[src/verilog/ccp_pkg.sv]
package ccp_pkg;

  // ****************************************
  // Register map and field layouts
  // ****************************************
  localparam logic [11:0] TRIM_ADDR = 12'h000;
  localparam logic [11:0] CTRL_ADDR = 12'h004;
  localparam logic [11:0] STAT_ADDR = 12'h008;

  typedef struct packed {
    logic [2:0] osc_range_fuses;
    logic       startup_select_low_fuse;
    logic [1:0] startup_time_fuses;
    logic       clock_output_fuse;
    logic       initial_divide_by_eight_fuse;
  } ccp_fuses_s;

  typedef struct packed {
    logic       divider_change_enable;
    logic [2:0] rsvd;
    logic [3:0] divider_select_field;
  } ccp_divctl_s;

  typedef struct packed {
    logic       change_pending;
    logic       osc_stable;
    logic       core_run;
    logic [3:0] active_select;
  } ccp_status_s;

  typedef enum logic [4:0] {
    ST_LOAD  = 5'b00001,
    ST_BASE  = 5'b00010,
    ST_EXTRA = 5'b00100,
    ST_RUN   = 5'b01000,
    ST_WAKE  = 5'b10000
  } ccp_state_e;

  // ****************************************
  // Codes, reset values and timing
  // ****************************************
  localparam logic [2:0]  XTAL_RANGE_MIN = 3'h4;
  localparam logic [3:0]  DIV1_CODE      = 4'h0;
  localparam logic [3:0]  DIV8_CODE      = 4'h3;
  localparam logic [3:0]  DIV_MAX_CODE   = 4'h8;
  localparam logic [6:0]  CTRL_LOW_ZERO  = 7'h00;
  localparam logic [2:0]  RSVD_ZERO      = 3'h0;
  localparam logic [2:0]  PCE_WINDOW     = 3'h4;
  localparam logic [7:0]  TRIM_RESET     = 8'h00;
  localparam int unsigned DIV_CNT_W      = 8;
  localparam int unsigned DOM_N          = 4;
  localparam int unsigned DLY_W          = 24;

  localparam real         CLK_PERIOD_NS  = 40.0;
  localparam real         T_SHORT_MS     = 4.1;
  localparam real         T_LONG_MS      = 65.0;
  localparam int unsigned EXTRA_SHORT_DEF =
    int'($ceil(T_SHORT_MS * 1.0e6 / CLK_PERIOD_NS));
  localparam int unsigned EXTRA_LONG_DEF =
    int'($ceil(T_LONG_MS * 1.0e6 / CLK_PERIOD_NS));
  localparam logic [DLY_W-1:0] BASE_DELAY_CK  = 24'h00000e;
  localparam logic [DLY_W-1:0] START_SHORT_CK = 24'h000102;
  localparam logic [DLY_W-1:0] START_MID_CK   = 24'h000400;
  localparam int unsigned      START_LONG_DEF = 16384;

endpackage : ccp_pkg

[src/verilog/ccp_ripple_div.sv]
`timescale 1ns/1ps
module ccp_ripple_div
  import ccp_pkg::*;
(
  input  wire logic       pclk,
  input  wire logic       presetn,
  input  wire logic       clear,
  input  wire logic [3:0] sel,
  output logic            tick,
  output logic            phase
);

  logic [DIV_CNT_W-1:0] cnt;
  logic [DIV_CNT_W:0]   carry;
  logic [DIV_CNT_W-1:0] mask;

  assign carry[0] = 1'b1;

  // ****************************************
  // Counter bits, each toggled by the carry below
  // ****************************************
  for (genvar i = 0; i < DIV_CNT_W; i++) begin : g_bit
    assign carry[i+1] = carry[i] & cnt[i];
    assign mask[i]    = (sel > 4'(i));
    always_ff @(posedge pclk or negedge presetn) begin
      if (!presetn) begin
        cnt[i] <= 1'b0;
      end else if (clear) begin
        cnt[i] <= 1'b0;
      end else begin
        cnt[i] <= cnt[i] ^ carry[i];
      end
    end
  end

  // Last source cycle of a divided period
  assign tick  = ((cnt & mask) == mask);
  assign phase = (sel == DIV1_CODE) ? 1'b1 : ~cnt[3'(sel - 4'h1)];

endmodule : ccp_ripple_div

[src/verilog/ccp_clock_control.sv]
// How it works
// - Upper range fuses pick crystal range
// - Low fuse with start-up fuses sets wake count
// - Reset delay is fourteen cycles plus option
// - Clock-out fuse drives system clock out
// - No clock output while reset holds
// - Clock output carries the divided clock
// - Divider slows all four clock domains
// - Division changes never glitch nor overshoot
// - New rate lands at the end of the running old period
// - Divider is a counter on source clock
// - Factory trim loads at reset, software rewrites
// - Trim top bit picks low or high range
// - Lower trim bits tune within range
// - Change enable sets only on clean write
// - Enable clears after four divided-clock ticks or a select write
// - Reserved control bits read as zero
// - Divide-by-eight fuse picks reset division
// - Any valid division accepted via unlock
// - Codes zero to eight divide by powers
//
// Local design decisions: the placing of the registers and the APB interface to the registers.
`timescale 1ns/1ps
module ccp_clock_control
  import ccp_pkg::*;
#(
  parameter int unsigned EXTRA_SHORT_CYC = EXTRA_SHORT_DEF,
  parameter int unsigned EXTRA_LONG_CYC  = EXTRA_LONG_DEF,
  parameter int unsigned START_LONG_CYC  = START_LONG_DEF
)(
  input  wire logic             pclk,
  input  wire logic             presetn,
  input  wire logic [11:0]      paddr,
  input  wire logic             psel,
  input  wire logic             penable,
  input  wire logic             pwrite,
  input  wire logic [31:0]      pwdata,
  output logic      [31:0]      prdata,
  output logic                  pready,
  output logic                  pslverr,
  input  wire ccp_fuses_s       fuses,
  input  wire logic [7:0]       factory_trim,
  input  wire logic             wake_req,
  output logic                  core_reset_n,
  output logic                  osc_stable,
  output logic                  xtal_mode,
  output logic      [1:0]       xtal_gain,
  output logic                  trim_range_bit,
  output logic      [6:0]       trim_fine_bits,
  output logic      [DOM_N-1:0] domain_clk_en,
  output logic                  clock_out_pin_o,
  output logic                  clock_out_pin_oe
);

  ccp_state_e       state;
  ccp_state_e       next_state;
  ccp_fuses_s       fuse_q;
  ccp_divctl_s      wv;
  ccp_divctl_s      ctrl_view;
  ccp_status_s      stat_view;
  logic [DLY_W-1:0] dly_cnt;
  logic [DLY_W-1:0] extra_cyc;
  logic [DLY_W-1:0] start_cyc;
  logic [7:0]       osc_trim;
  logic             pce;
  logic [2:0]       pce_cnt;
  logic [3:0]       div_field;
  logic [3:0]       div_act;
  logic             pend;
  logic             tick;
  logic             phase;
  logic             phase_q;
  logic             access;
  logic             wr_ctrl;
  logic             addr_ok;
  logic             canon_set;
  logic             sel_write;
  logic             switch_now;
  logic [2:0]       dly_sel;

  // ****************************************
  // Fuse decode
  // ****************************************
  assign dly_sel = {fuse_q.startup_select_low_fuse,
                    fuse_q.startup_time_fuses};

  always_comb begin
    case (dly_sel)
      3'h0, 3'h3, 3'h6: extra_cyc = DLY_W'(EXTRA_SHORT_CYC);
      3'h1, 3'h4, 3'h7: extra_cyc = DLY_W'(EXTRA_LONG_CYC);
      default:          extra_cyc = '0;
    endcase
  end

  always_comb begin
    case (dly_sel)
      3'h0, 3'h1:       start_cyc = START_SHORT_CK;
      3'h2, 3'h3, 3'h4: start_cyc = START_MID_CK;
      default:          start_cyc = DLY_W'(START_LONG_CYC);
    endcase
  end

  // Range codes below the crystal block select other sources
  assign xtal_mode = (fuse_q.osc_range_fuses >= XTAL_RANGE_MIN);
  assign xtal_gain = 2'(fuse_q.osc_range_fuses - XTAL_RANGE_MIN);

  // ****************************************
  // Reset delay and wake sequencer
  // ****************************************
  always_comb begin
    next_state = state;
    case (state)
      ST_LOAD: next_state = ST_BASE;
      ST_BASE: begin
        if (dly_cnt == BASE_DELAY_CK - 24'h000001) begin
          next_state = (extra_cyc == '0) ? ST_RUN : ST_EXTRA;
        end
      end
      ST_EXTRA: begin
        if (dly_cnt == extra_cyc - 24'h000001) begin
          next_state = ST_RUN;
        end
      end
      ST_RUN: begin
        if (wake_req) begin
          next_state = ST_WAKE;
        end
      end
      ST_WAKE: begin
        if (dly_cnt == start_cyc - 24'h000001) begin
          next_state = ST_RUN;
        end
      end
      default: next_state = ST_LOAD;
    endcase
  end

  always_ff @(posedge pclk or negedge presetn) begin
    if (!presetn) begin
      state <= ST_LOAD;
    end else begin
      state <= next_state;
    end
  end

  always_ff @(posedge pclk or negedge presetn) begin
    if (!presetn) begin
      dly_cnt <= '0;
    end else if (next_state != state) begin
      dly_cnt <= '0;
    end else begin
      dly_cnt <= dly_cnt + 24'h000001;
    end
  end

  always_ff @(posedge pclk or negedge presetn) begin
    if (!presetn) begin
      core_reset_n <= 1'b0;
      osc_stable   <= 1'b0;
    end else begin
      core_reset_n <= (next_state == ST_RUN) || (next_state == ST_WAKE);
      osc_stable   <= (next_state == ST_RUN);
    end
  end

  // Straps are caught after release, never by the async reset
  always_ff @(posedge pclk or negedge presetn) begin
    if (!presetn) begin
      fuse_q <= '0;
    end else if (state == ST_LOAD) begin
      fuse_q <= fuses;
    end
  end

  // ****************************************
  // Oscillator trim
  // ****************************************
  always_ff @(posedge pclk or negedge presetn) begin
    if (!presetn) begin
      osc_trim <= TRIM_RESET;
    end else if (state == ST_LOAD) begin
      osc_trim <= factory_trim;
    end else if (access && pwrite && paddr == TRIM_ADDR) begin
      osc_trim <= pwdata[7:0];
    end
  end

  // Range select and fine tune go straight to the analog trim
  assign trim_range_bit = osc_trim[7];
  assign trim_fine_bits = osc_trim[6:0];

  // ****************************************
  // Protected division change
  // ****************************************
  assign wv        = ccp_divctl_s'(pwdata[7:0]);
  assign wr_ctrl   = access && pwrite && (paddr == CTRL_ADDR);
  assign canon_set = wr_ctrl && wv.divider_change_enable &&
                     ({wv.rsvd, wv.divider_select_field} == CTRL_LOW_ZERO);
  assign sel_write = wr_ctrl && pce && !wv.divider_change_enable;

  // Rewriting the enable inside the window changes nothing
  always_ff @(posedge pclk or negedge presetn) begin
    if (!presetn) begin
      pce     <= 1'b0;
      pce_cnt <= '0;
    end else if (canon_set && !pce) begin
      pce     <= 1'b1;
      pce_cnt <= '0;
    end else if (sel_write) begin
      pce     <= 1'b0;
      pce_cnt <= '0;
    end else if (pce && tick) begin
      if (pce_cnt == PCE_WINDOW - 3'h1) begin
        pce     <= 1'b0;
        pce_cnt <= '0;
      end else begin
        pce_cnt <= pce_cnt + 3'h1;
      end
    end
  end

  always_ff @(posedge pclk or negedge presetn) begin
    if (!presetn) begin
      div_field <= DIV1_CODE;
    end else if (state == ST_LOAD) begin
      div_field <= fuses.initial_divide_by_eight_fuse ?
                   DIV8_CODE : DIV1_CODE;
    end else if (sel_write &&
                 wv.divider_select_field <= DIV_MAX_CODE) begin
      div_field <= wv.divider_select_field;
    end
  end

  // New factor waits for the end of the running period
  assign switch_now = tick && pend;

  always_ff @(posedge pclk or negedge presetn) begin
    if (!presetn) begin
      pend <= 1'b0;
    end else if (sel_write &&
                 wv.divider_select_field <= DIV_MAX_CODE) begin
      pend <= 1'b1;
    end else if (switch_now) begin
      pend <= 1'b0;
    end
  end

  always_ff @(posedge pclk or negedge presetn) begin
    if (!presetn) begin
      div_act <= DIV1_CODE;
    end else if (state == ST_LOAD) begin
      div_act <= fuses.initial_divide_by_eight_fuse ?
                 DIV8_CODE : DIV1_CODE;
    end else if (switch_now) begin
      div_act <= div_field;
    end
  end

  ccp_ripple_div u_div (
    .pclk    (pclk),
    .presetn (presetn),
    .clear   (switch_now),
    .sel     (div_act),
    .tick    (tick),
    .phase   (phase)
  );

  // ****************************************
  // Clock domain enables and clock output
  // ****************************************
  always_ff @(posedge pclk or negedge presetn) begin
    if (!presetn) begin
      domain_clk_en <= '0;
      phase_q       <= 1'b0;
    end else begin
      domain_clk_en <= {DOM_N{tick && state == ST_RUN}};
      phase_q       <= phase;
    end
  end

  // Undivided setting can only be shown by passing the source
  assign clock_out_pin_o  = (div_act == DIV1_CODE) ?
                            pclk : phase_q;
  assign clock_out_pin_oe = fuse_q.clock_output_fuse &&
                            core_reset_n;

  // ****************************************
  // APB slave, zero wait states
  // ****************************************
  assign access  = psel && penable;
  assign addr_ok = (paddr == TRIM_ADDR) || (paddr == CTRL_ADDR) ||
                   (paddr == STAT_ADDR);
  assign pready  = 1'b1;
  assign pslverr = access && !addr_ok;

  assign ctrl_view = '{divider_change_enable: pce,
                       rsvd:                  RSVD_ZERO,
                       divider_select_field:  div_field};
  assign stat_view = '{change_pending: pend,
                       osc_stable:     osc_stable,
                       core_run:       (state == ST_RUN),
                       active_select:  div_act};

  // Read data is latched in the setup cycle
  always_ff @(posedge pclk or negedge presetn) begin
    if (!presetn) begin
      prdata <= '0;
    end else if (psel && !penable && !pwrite) begin
      case (paddr)
        TRIM_ADDR: prdata <= 32'(osc_trim);
        CTRL_ADDR: prdata <= 32'(ctrl_view);
        STAT_ADDR: prdata <= 32'(stat_view);
        default:   prdata <= '0;
      endcase
    end
  end
endmodule : ccp_clock_control

[config.mk]
export PLATFORM = sky130hd
export DESIGN_NAME = ccp_clock_control
export DESIGN_NICKNAME = d
export VERILOG_FILES = /design/src/verilog/ccp_pkg.sv /design/src/verilog/ccp_ripple_div.sv /design/src/verilog/ccp_clock_control.sv
export SDC_FILE = /design/constraint.sdc
export NUM_CORES = 1
export LEC_CHECK = 0
export BUFFER_PORTS_ARGS = -buffer_cell sky130_fd_sc_hd__buf_2
export CORE_MARGIN = 2
export CORE_UTILIZATION = 35
export CTS_BUF_LIST = sky130_fd_sc_hd__clkbuf_8
export CTS_CLUSTER_SIZE = 16
export DETAILED_ROUTE_END_ITERATION = 8
export PLACE_DENSITY_LB_ADDON = 0.08
export SKIP_LAST_GASP = 1
export SLEW_MARGIN = 20
export SYNTH_ARGS = -nofsm -noshare
export SYNTH_HDL_FRONTEND = slang
export SYNTH_SLANG_ARGS = --single-unit
[constraint.sdc]
create_clock -name pclk -period 3.9 [get_ports pclk]
set_clock_uncertainty 0.2 [all_clocks]
set_input_delay 0.39 -clock pclk [delete_from_list [all_inputs] [get_ports pclk]]
set_output_delay 0.39 -clock pclk [all_outputs]
set_load 0.01 [all_outputs]
Word level (Yosys, flattened, before mapping)
Cells that the tools add are included. W data, S select, Z words.

Reductions and logical operators: 41. Bitwise operators: 16. Eq/ne operators: 21. $add $sub $neg: 6. Multiplexer cells: 39. $lt $le $gt $ge: 11.

Operator list (count): $eq A24 B24 Y1 (2); $sub A24 B1 Y24 const B (2); $pmux W21 S2 (1); $pmux W15 S2 (1); $pmux W5 S5 (1); $add A24 B1 Y24 const B (1); $eq A24 B4 Y1 const B (1); $logic_not A24 Y1 (1); $mux W24 (1); $pmux W8 S3 (1); $mux W4 (5); $mux W5 (4); $logic_and A1 B1 Y1 (17); $mux W1 (17); $gt A4 B3 Y1 const B (4); $mux W8 (2); $eq A12 B3 Y1 const B (1); $eq A12 B4 Y1 const B (1); $logic_not A12 Y1 (1); $mux W3 (4); $eq A5 B4 Y1 const B (2); $eq A5 B5 Y1 const B (2); $eq A3 B2 Y1 const B (3); $eq A3 B3 Y1 const B (3); 30 further kinds (56).

Output and inout port bits: 53. Register bits after elaboration: 101. Input port bits: 66. Logic and storage cells: 159.

Depth between registers and ports, before layout
Gate-level depths: netlist (run 1).

Word-level depth: 9. Mapped depth: 12. Mapped depth without buffers: 10.

By module
From an unflattened synthesis (run 1), not the netlist that was laid out.

Cells, all modules: 512. Area, all modules: 4669.5 um^2.

Modules (own cells, without submodules): ccp_clock_control (seq. area each 1727.9 um^2, area each 4121.5 um^2, times used 1, cells each 460); ccp_ripple_div (seq. area each 200.2 um^2, area each 548.0 um^2, times used 1, cells each 52).

==> results of run 1 <==
==> per-layer routing <==
metal	track usage (%)	wire, um
met4	5.46	138
met3	5.92	632
met1	21.8	5300
met5	0	0
met2	28.3	5870
==> cells in the final DEF, fill, tap and decap left out, types with 6 or more instances in the layout <==
| master | synthesis | final |
|---|---|---|
| a21oi_1 | 10 | 10 |
| and3_1 | 6 | 6 |
| buf_2 | 5 | 68 |
| clkbuf_8 | 0 | 13 |
| conb_1 | 2 | 25 |
| dfrtp_1 | 76 | 76 |
| dlygate4sd3_1 | 0 | 17 |
| ha_1 | 16 | 16 |
| inv_1 | 14 | 15 |
| mux2i_1 | 15 | 15 |
| nand2_1 | 53 | 53 |
| nand2b_1 | 7 | 7 |
| nand3_1 | 23 | 23 |
| nand4_1 | 15 | 15 |
| nand4b_1 | 6 | 6 |
| nor2_1 | 26 | 26 |
| nor2b_1 | 13 | 13 |
| nor3_1 | 7 | 7 |
| nor3b_1 | 6 | 6 |
| nor4_1 | 28 | 28 |
| o21ai_0 | 24 | 24 |
| xnor2_1 | 9 | 9 |
| xor2_1 | 18 | 18 |
==> layout make-up <==
cell class | instances | area (um2)
multi-input cells | 384 | 2560
clock buffers | 14 | 184
clock inverters | 6 | 62.6
well taps | 176 | 220
inverters | 14 | 52.6
flip-flops and latches | 77 | 1930
fillers | 1348 | 7780
repair buffers | 89 | 563
==> kinds of logic after synthesis <==
logic type / count (synthesis) / share of synthesized area (%)
adder cells (fa/ha/maj): 16 / 4.15
multiplexers: 22 / 5.21
buffers and inverters: 72 / 8.77
AO/OA/AOI/OAI: 77 / 11.7
AND/OR/NAND/NOR: 217 / 25.2
XOR/XNOR: 27 / 4.90
other: 2 / 0.156
flip-flops: 77 / 40.0
==> worst paths after layout <==
kind	from	cells after the start	to	slack, ns
setup / recovery	dly_sel[2]	8	dly_cnt[8]	0.61
hold / removal	pwdata[6]	3	osc_trim[6]	0.03
setup reg to reg	dly_sel[2]	8	dly_cnt[8]	0.61
hold reg to reg	prdata[7]	2	prdata[7]	0.27
max in group asynchronous	presetn	3	dly_cnt[0]	2.71
min in group asynchronous	presetn	2	u_div.cnt[7]	0.20
==> sequential cells by signal (all words and copies together), names as in the netlist <==
name and cells:
pend 1, pce 1, phase_q 1, osc_stable 1
domain_clk_en 1, u_div.carry 1, dly_sel 3, pce_cnt 3
fuse_q 4, prdata 8, osc_trim 8, core_reset_n 1
div_field 4, dly_cnt 24, div_act 4, u_div.cnt 7
state 5
==> critical path, cell delays in order (launching register included) <==
cell and delay, ns:
dfrtp_1 0.48, nor3b_1 0.29, nor2_1 0.08, ha_1 0.20, or4_4 0.55, a2111oi_4 0.37
o2111ai_2 0.24, a2bb2oi_4 0.59, nor4_1 0.13
==> power groups by stage <==
stage               Clock, mW  Combinational [mW]  Sequential, mW
global route            0.785                1.30            1.11
floorplan             0.00663               0.912            1.04
finish                  0.709                1.15            1.09
CTS                     0.741                1.17            1.09
detailed placement    0.00927                1.14            1.10
global placement      0.00927                1.12            1.10
==> results.cfg, run 1 <==
[hold_path]
hold_path_class = primary input to flop

[yosys]
synthFlopType = dfrtp_1
yosysWarningCount = 0
yosysTopAreaCellShare_pct = 39.4
synth_top_cell_by_area = dfrtp_1
async_flop_share_pct = 100
ys_ff_latch = 77
synth_cell_types = 66
synth_area_um2 = 4820
synthTopCellsByCount = dfrtp_1 (76), nand2_1 (53), buf_4 (33)
synth_edf_count = 0
synth_top_cells_by_area = dfrtp_1 (39%), buf_4 (5.1%), ha_1 (4.1%)
synth_most_common_cell = dfrtp_1
syn_inst = 510
syn_avg_cell_area_um2 = 9.46
ys_seq_area_share_pct = 40.0

[timing]
period_minus_slack_ns = 3.29
whs_ns = 0.0319
setup_violations = 0
clock.fmax_mhz = 304
hold_violations = 0
finalCritPeriodShare_pct = 84.4
rsz0062_at_grt = false
tightest_slew_ns = 0.946
fin_tns_setup_ns = 0
slew_headroom_pct = 36.4
report.final.slew_viol_count = 0
final.setup.worst_slack_ns = 0.608

[floorplanning]
io_pins = 119
die_y_um = 121
rows = 42
die-area_um2 = 14700
start_util_pct = 36.1
core-area_um2 = 13300
die_x_um = 121

[job]
cap_violations = 0

[cts]
post_cts_buffers = 0
clk_pin_slew_ns = 0.08
cts_tree = done
holdBufCountCts = 17
clk_latency_ns = 0.47
post_cts_resize_count = 0

[critical_path]
startpoint_type = flop
crit_required_ns = 4.01
crit_fanout = 24
critPathCaptureType = flop
cp.arrival_ns = 3.41
crit_type = flop to flop

[finish]
area_growth_pct = 15.5
nets = 661
fin_cells = 760
stdcell_area_um2 = 5570
fin_util_pct = 41.7
diodes = 0
drive_above_1_share_pct = 20.2

[pwr]
total_power_mw = 2.95
seq_power_share_pct = 36.9
combPwrFrac_pct = 39.1
switching_share_pct = 39.2
vdd_drop_max_uv = 253
powerDensity_nw_per_um2 = 529
leakagePower_nw = 2.47
pwr-share-clk_pct = 24.1
switching_power_mw = 1.16
p_int_mw = 1.79

[global_route]
grt-ovfl-total = 0
grt_max_degree = 78
grtUsageTotal_pct = 17.4
grt_pass1_wl_um = 19800
antenna_found_initial = 0
grt_pass1_vias = 3941

[placement]
port_buffers = 69
hpwlAfterDp_um = 8400
place_area_um2 = 5130
dp_worst_setup_slack_ns = 0.554
gp_congestion = 0.800
dpl.cell_count = 723

[route]
vias_per_cell = 5.18
drc = 0
dr.pass1.iters = 4
num_vias = 3940
post_drt_wl_per_cell_um = 15.7
drt_wl_total_um = 11900
initialDrtViolationCount = 233
ant_nets = 0

[status]
status = completed
No activity file was read; power rests on OpenSTA's default activity.
==> inputs of run 2 (changes only) <==
==> constraint.sdc (replaced) <==
create_clock -name pclk -period 2.7 [get_ports pclk]
set_clock_uncertainty 0.2 [all_clocks]
set_input_delay 0.27 -clock pclk [delete_from_list [all_inputs] [get_ports pclk]]
set_output_delay 0.27 -clock pclk [all_outputs]
set_load 0.01 [all_outputs]
==> results.cfg, run 2 (synthesis results as in run 1) <==
[finish]
reg_top3 = dly_cnt (24), osc_trim (8), prdata (8)
layout_commonest_cell = dfrtp_1
n_fill_cell = 1286
top_register = dly_cnt
area_growth_pct = 26.6
diodes = 0
multi_input_area_um2 = 2670
regArea_um2 = 1930
drive_above_1_share_pct = 25.7
nets = 707
final_cell_mix = dfrtp_1 (74), buf_2 (68), nand2_1 (53)
largest_reg_flops = 24
stdcell_area_um2 = 6110
fin_cells = 806

[placement]
dp_worst_setup_slack_ns = -0.180
dpl.cell_count = 749
gp_congestion = 0.847
hpwlAfterDp_um = 8910
port_buffers = 69
place_area_um2 = 5410

[route]
drt_wl_total_um = 12500
vias_per_cell = 5.09
dr.pass1.iters = 4
ant_nets = 0
num_vias = 4103
initialDrtViolationCount = 198
drc = 0
post_drt_wl_per_cell_um = 15.5

[critical_path]
reg2reg_depth = 9
crit_path_start = dly_sel[2]
crit_required_ns = 2.86
startpoint_type = flop
timing.rr.start = dly_sel[2]
cp.arrival_ns = 3.02
timing.rr.end = dly_cnt[2]
worst-r2r-setup-slack_ns = -0.16
crit_type = flop to flop
critPathCaptureType = flop
setup.worst_path.end = dly_cnt[2]
crit_fanout = 24

[timing]
hold_violations = 0
finalCritPeriodShare_pct = 106
period_minus_slack_ns = 2.86
tightest_slew_ns = 0.692
report.final.slew_viol_count = 0
clock.fmax_mhz = 349
slew_headroom_pct = 53.8
whs_ns = 0.0375
final.setup.worst_slack_ns = -0.162
setup_violations = 28
rsz0062_at_grt = true

[floorplanning]
core-area_um2 = 13300
die_y_um = 121
die-area_um2 = 14700
start_util_pct = 36.1
io_pins = 119
rows = 42
die_x_um = 121

[global_route]
antenna_found_initial = 0
grt_pass1_vias = 4085
grt_pass1_wl_um = 20300
grtUsageTotal_pct = 17.9
grt_max_degree = 49
grt-ovfl-total = 0

[hold_path]
min_from = paddr[3]
hold_path_class = primary input to flop

[cts]
cts_tree = done
clk_latency_ns = 0.47
clk_pin_slew_ns = 0.08

[pwr]
powerDensity_nw_per_um2 = 771
leakagePower_nw = 2.73
vdd_drop_max_uv = 377
total_power_mw = 4.71

[job]
cap_violations = 0

[status]
violations = negative setup slack
status = finished, violations left
[run 2: changes by cell type in the layout (fill, tap and decap cells not counted), moves of 3 or more]
cell           previous run  this run
dlygate4sd3_1            17        33
clkinv_4                  0         3
buf_4                     4        28
buf_12                    0         4
[run 2: how the worst min path moves through the flow]
stage / to / slack (ns) / depth (start not counted)
after floorplan: core_reset_n / -0.23 / 0
after global placement: u_div.cnt[7] / 0.14 / 1
after detailed placement: u_div.cnt[7] / 0.14 / 1
after CTS: pce / 0.008 / 5
after global routing: pce / 0.02 / 5
final: prdata[7] / 0.04 / 2
[run 2: worst max-delay path, cell delays in order (launching register included)]
cell	delay (ns)
dfrtp_2	0.48
buf_6	0.14
or2_4	0.23
ha_4	0.16
or4_4	0.52
a2111oi_4	0.32
o2111ai_2	0.23
a2bb2oi_4	0.20
buf_12	0.18
nor4_1	0.07
[run 2: area by class of cell]
cell class	instances	area share (%)
flip-flops and latches	77	31.6
clock inverters	6	0.778
clock buffers	14	3.01
multi-input cells	384	43.7
inverters	14	0.860
repair buffers	135	16.4
well taps	176	3.60
[run 2: routing by layer]
layer / vias up / routed length [um] / track usage (%) / share of wire (%)
li1: 2027 / - / - / -
met1: 1988 / 5530 / 22.0 / 44
met2: 75 / 6290 / 29.7 / 50
met3: 13 / 533 / 5.83 / 4.3
met4: 0 / 157 / 5.82 / 1.3
met5: - / 0 / 0 / 0
[run 2: repair_timing]
| action | CTS | global route |
|---|---|---|
| endpoints found under the hold margin | 73 | 0 |
| hold buffers | 33 | 0 |
| gates resized for setup | 5 | 11 |
| pin swaps | 3 | 2 |
| endpoints found under the setup margin | 29 | 30 |
| buffers inserted | 1 | 2 |
| cloned | 0 | 2 |
[run 2: report_power, final]
part | leakage, nW | total (mW) | internal (mW) | switching (mW)
Combinational | 1.61 | 2.20 | 1.10 | 1.10
Clock | 0.120 | 0.947 | 0.467 | 0.480
Sequential | 0.993 | 1.57 | 1.34 | 0.226
Total | 2.73 | 4.71 | 2.91 | 1.81
[run 2: through the flow]
| stage | TNS (ns) | utilization [%] |
|---|---|---|
| after floorplan | 0 | - |
| after global placement | -4.78 | 40.5 |
| after detailed placement | -4.68 | 40.5 |
| after CTS | -3.97 | 44.9 |
| after global routing | -6.93 | 45.8 |
| final | -3.95 | 45.8 |
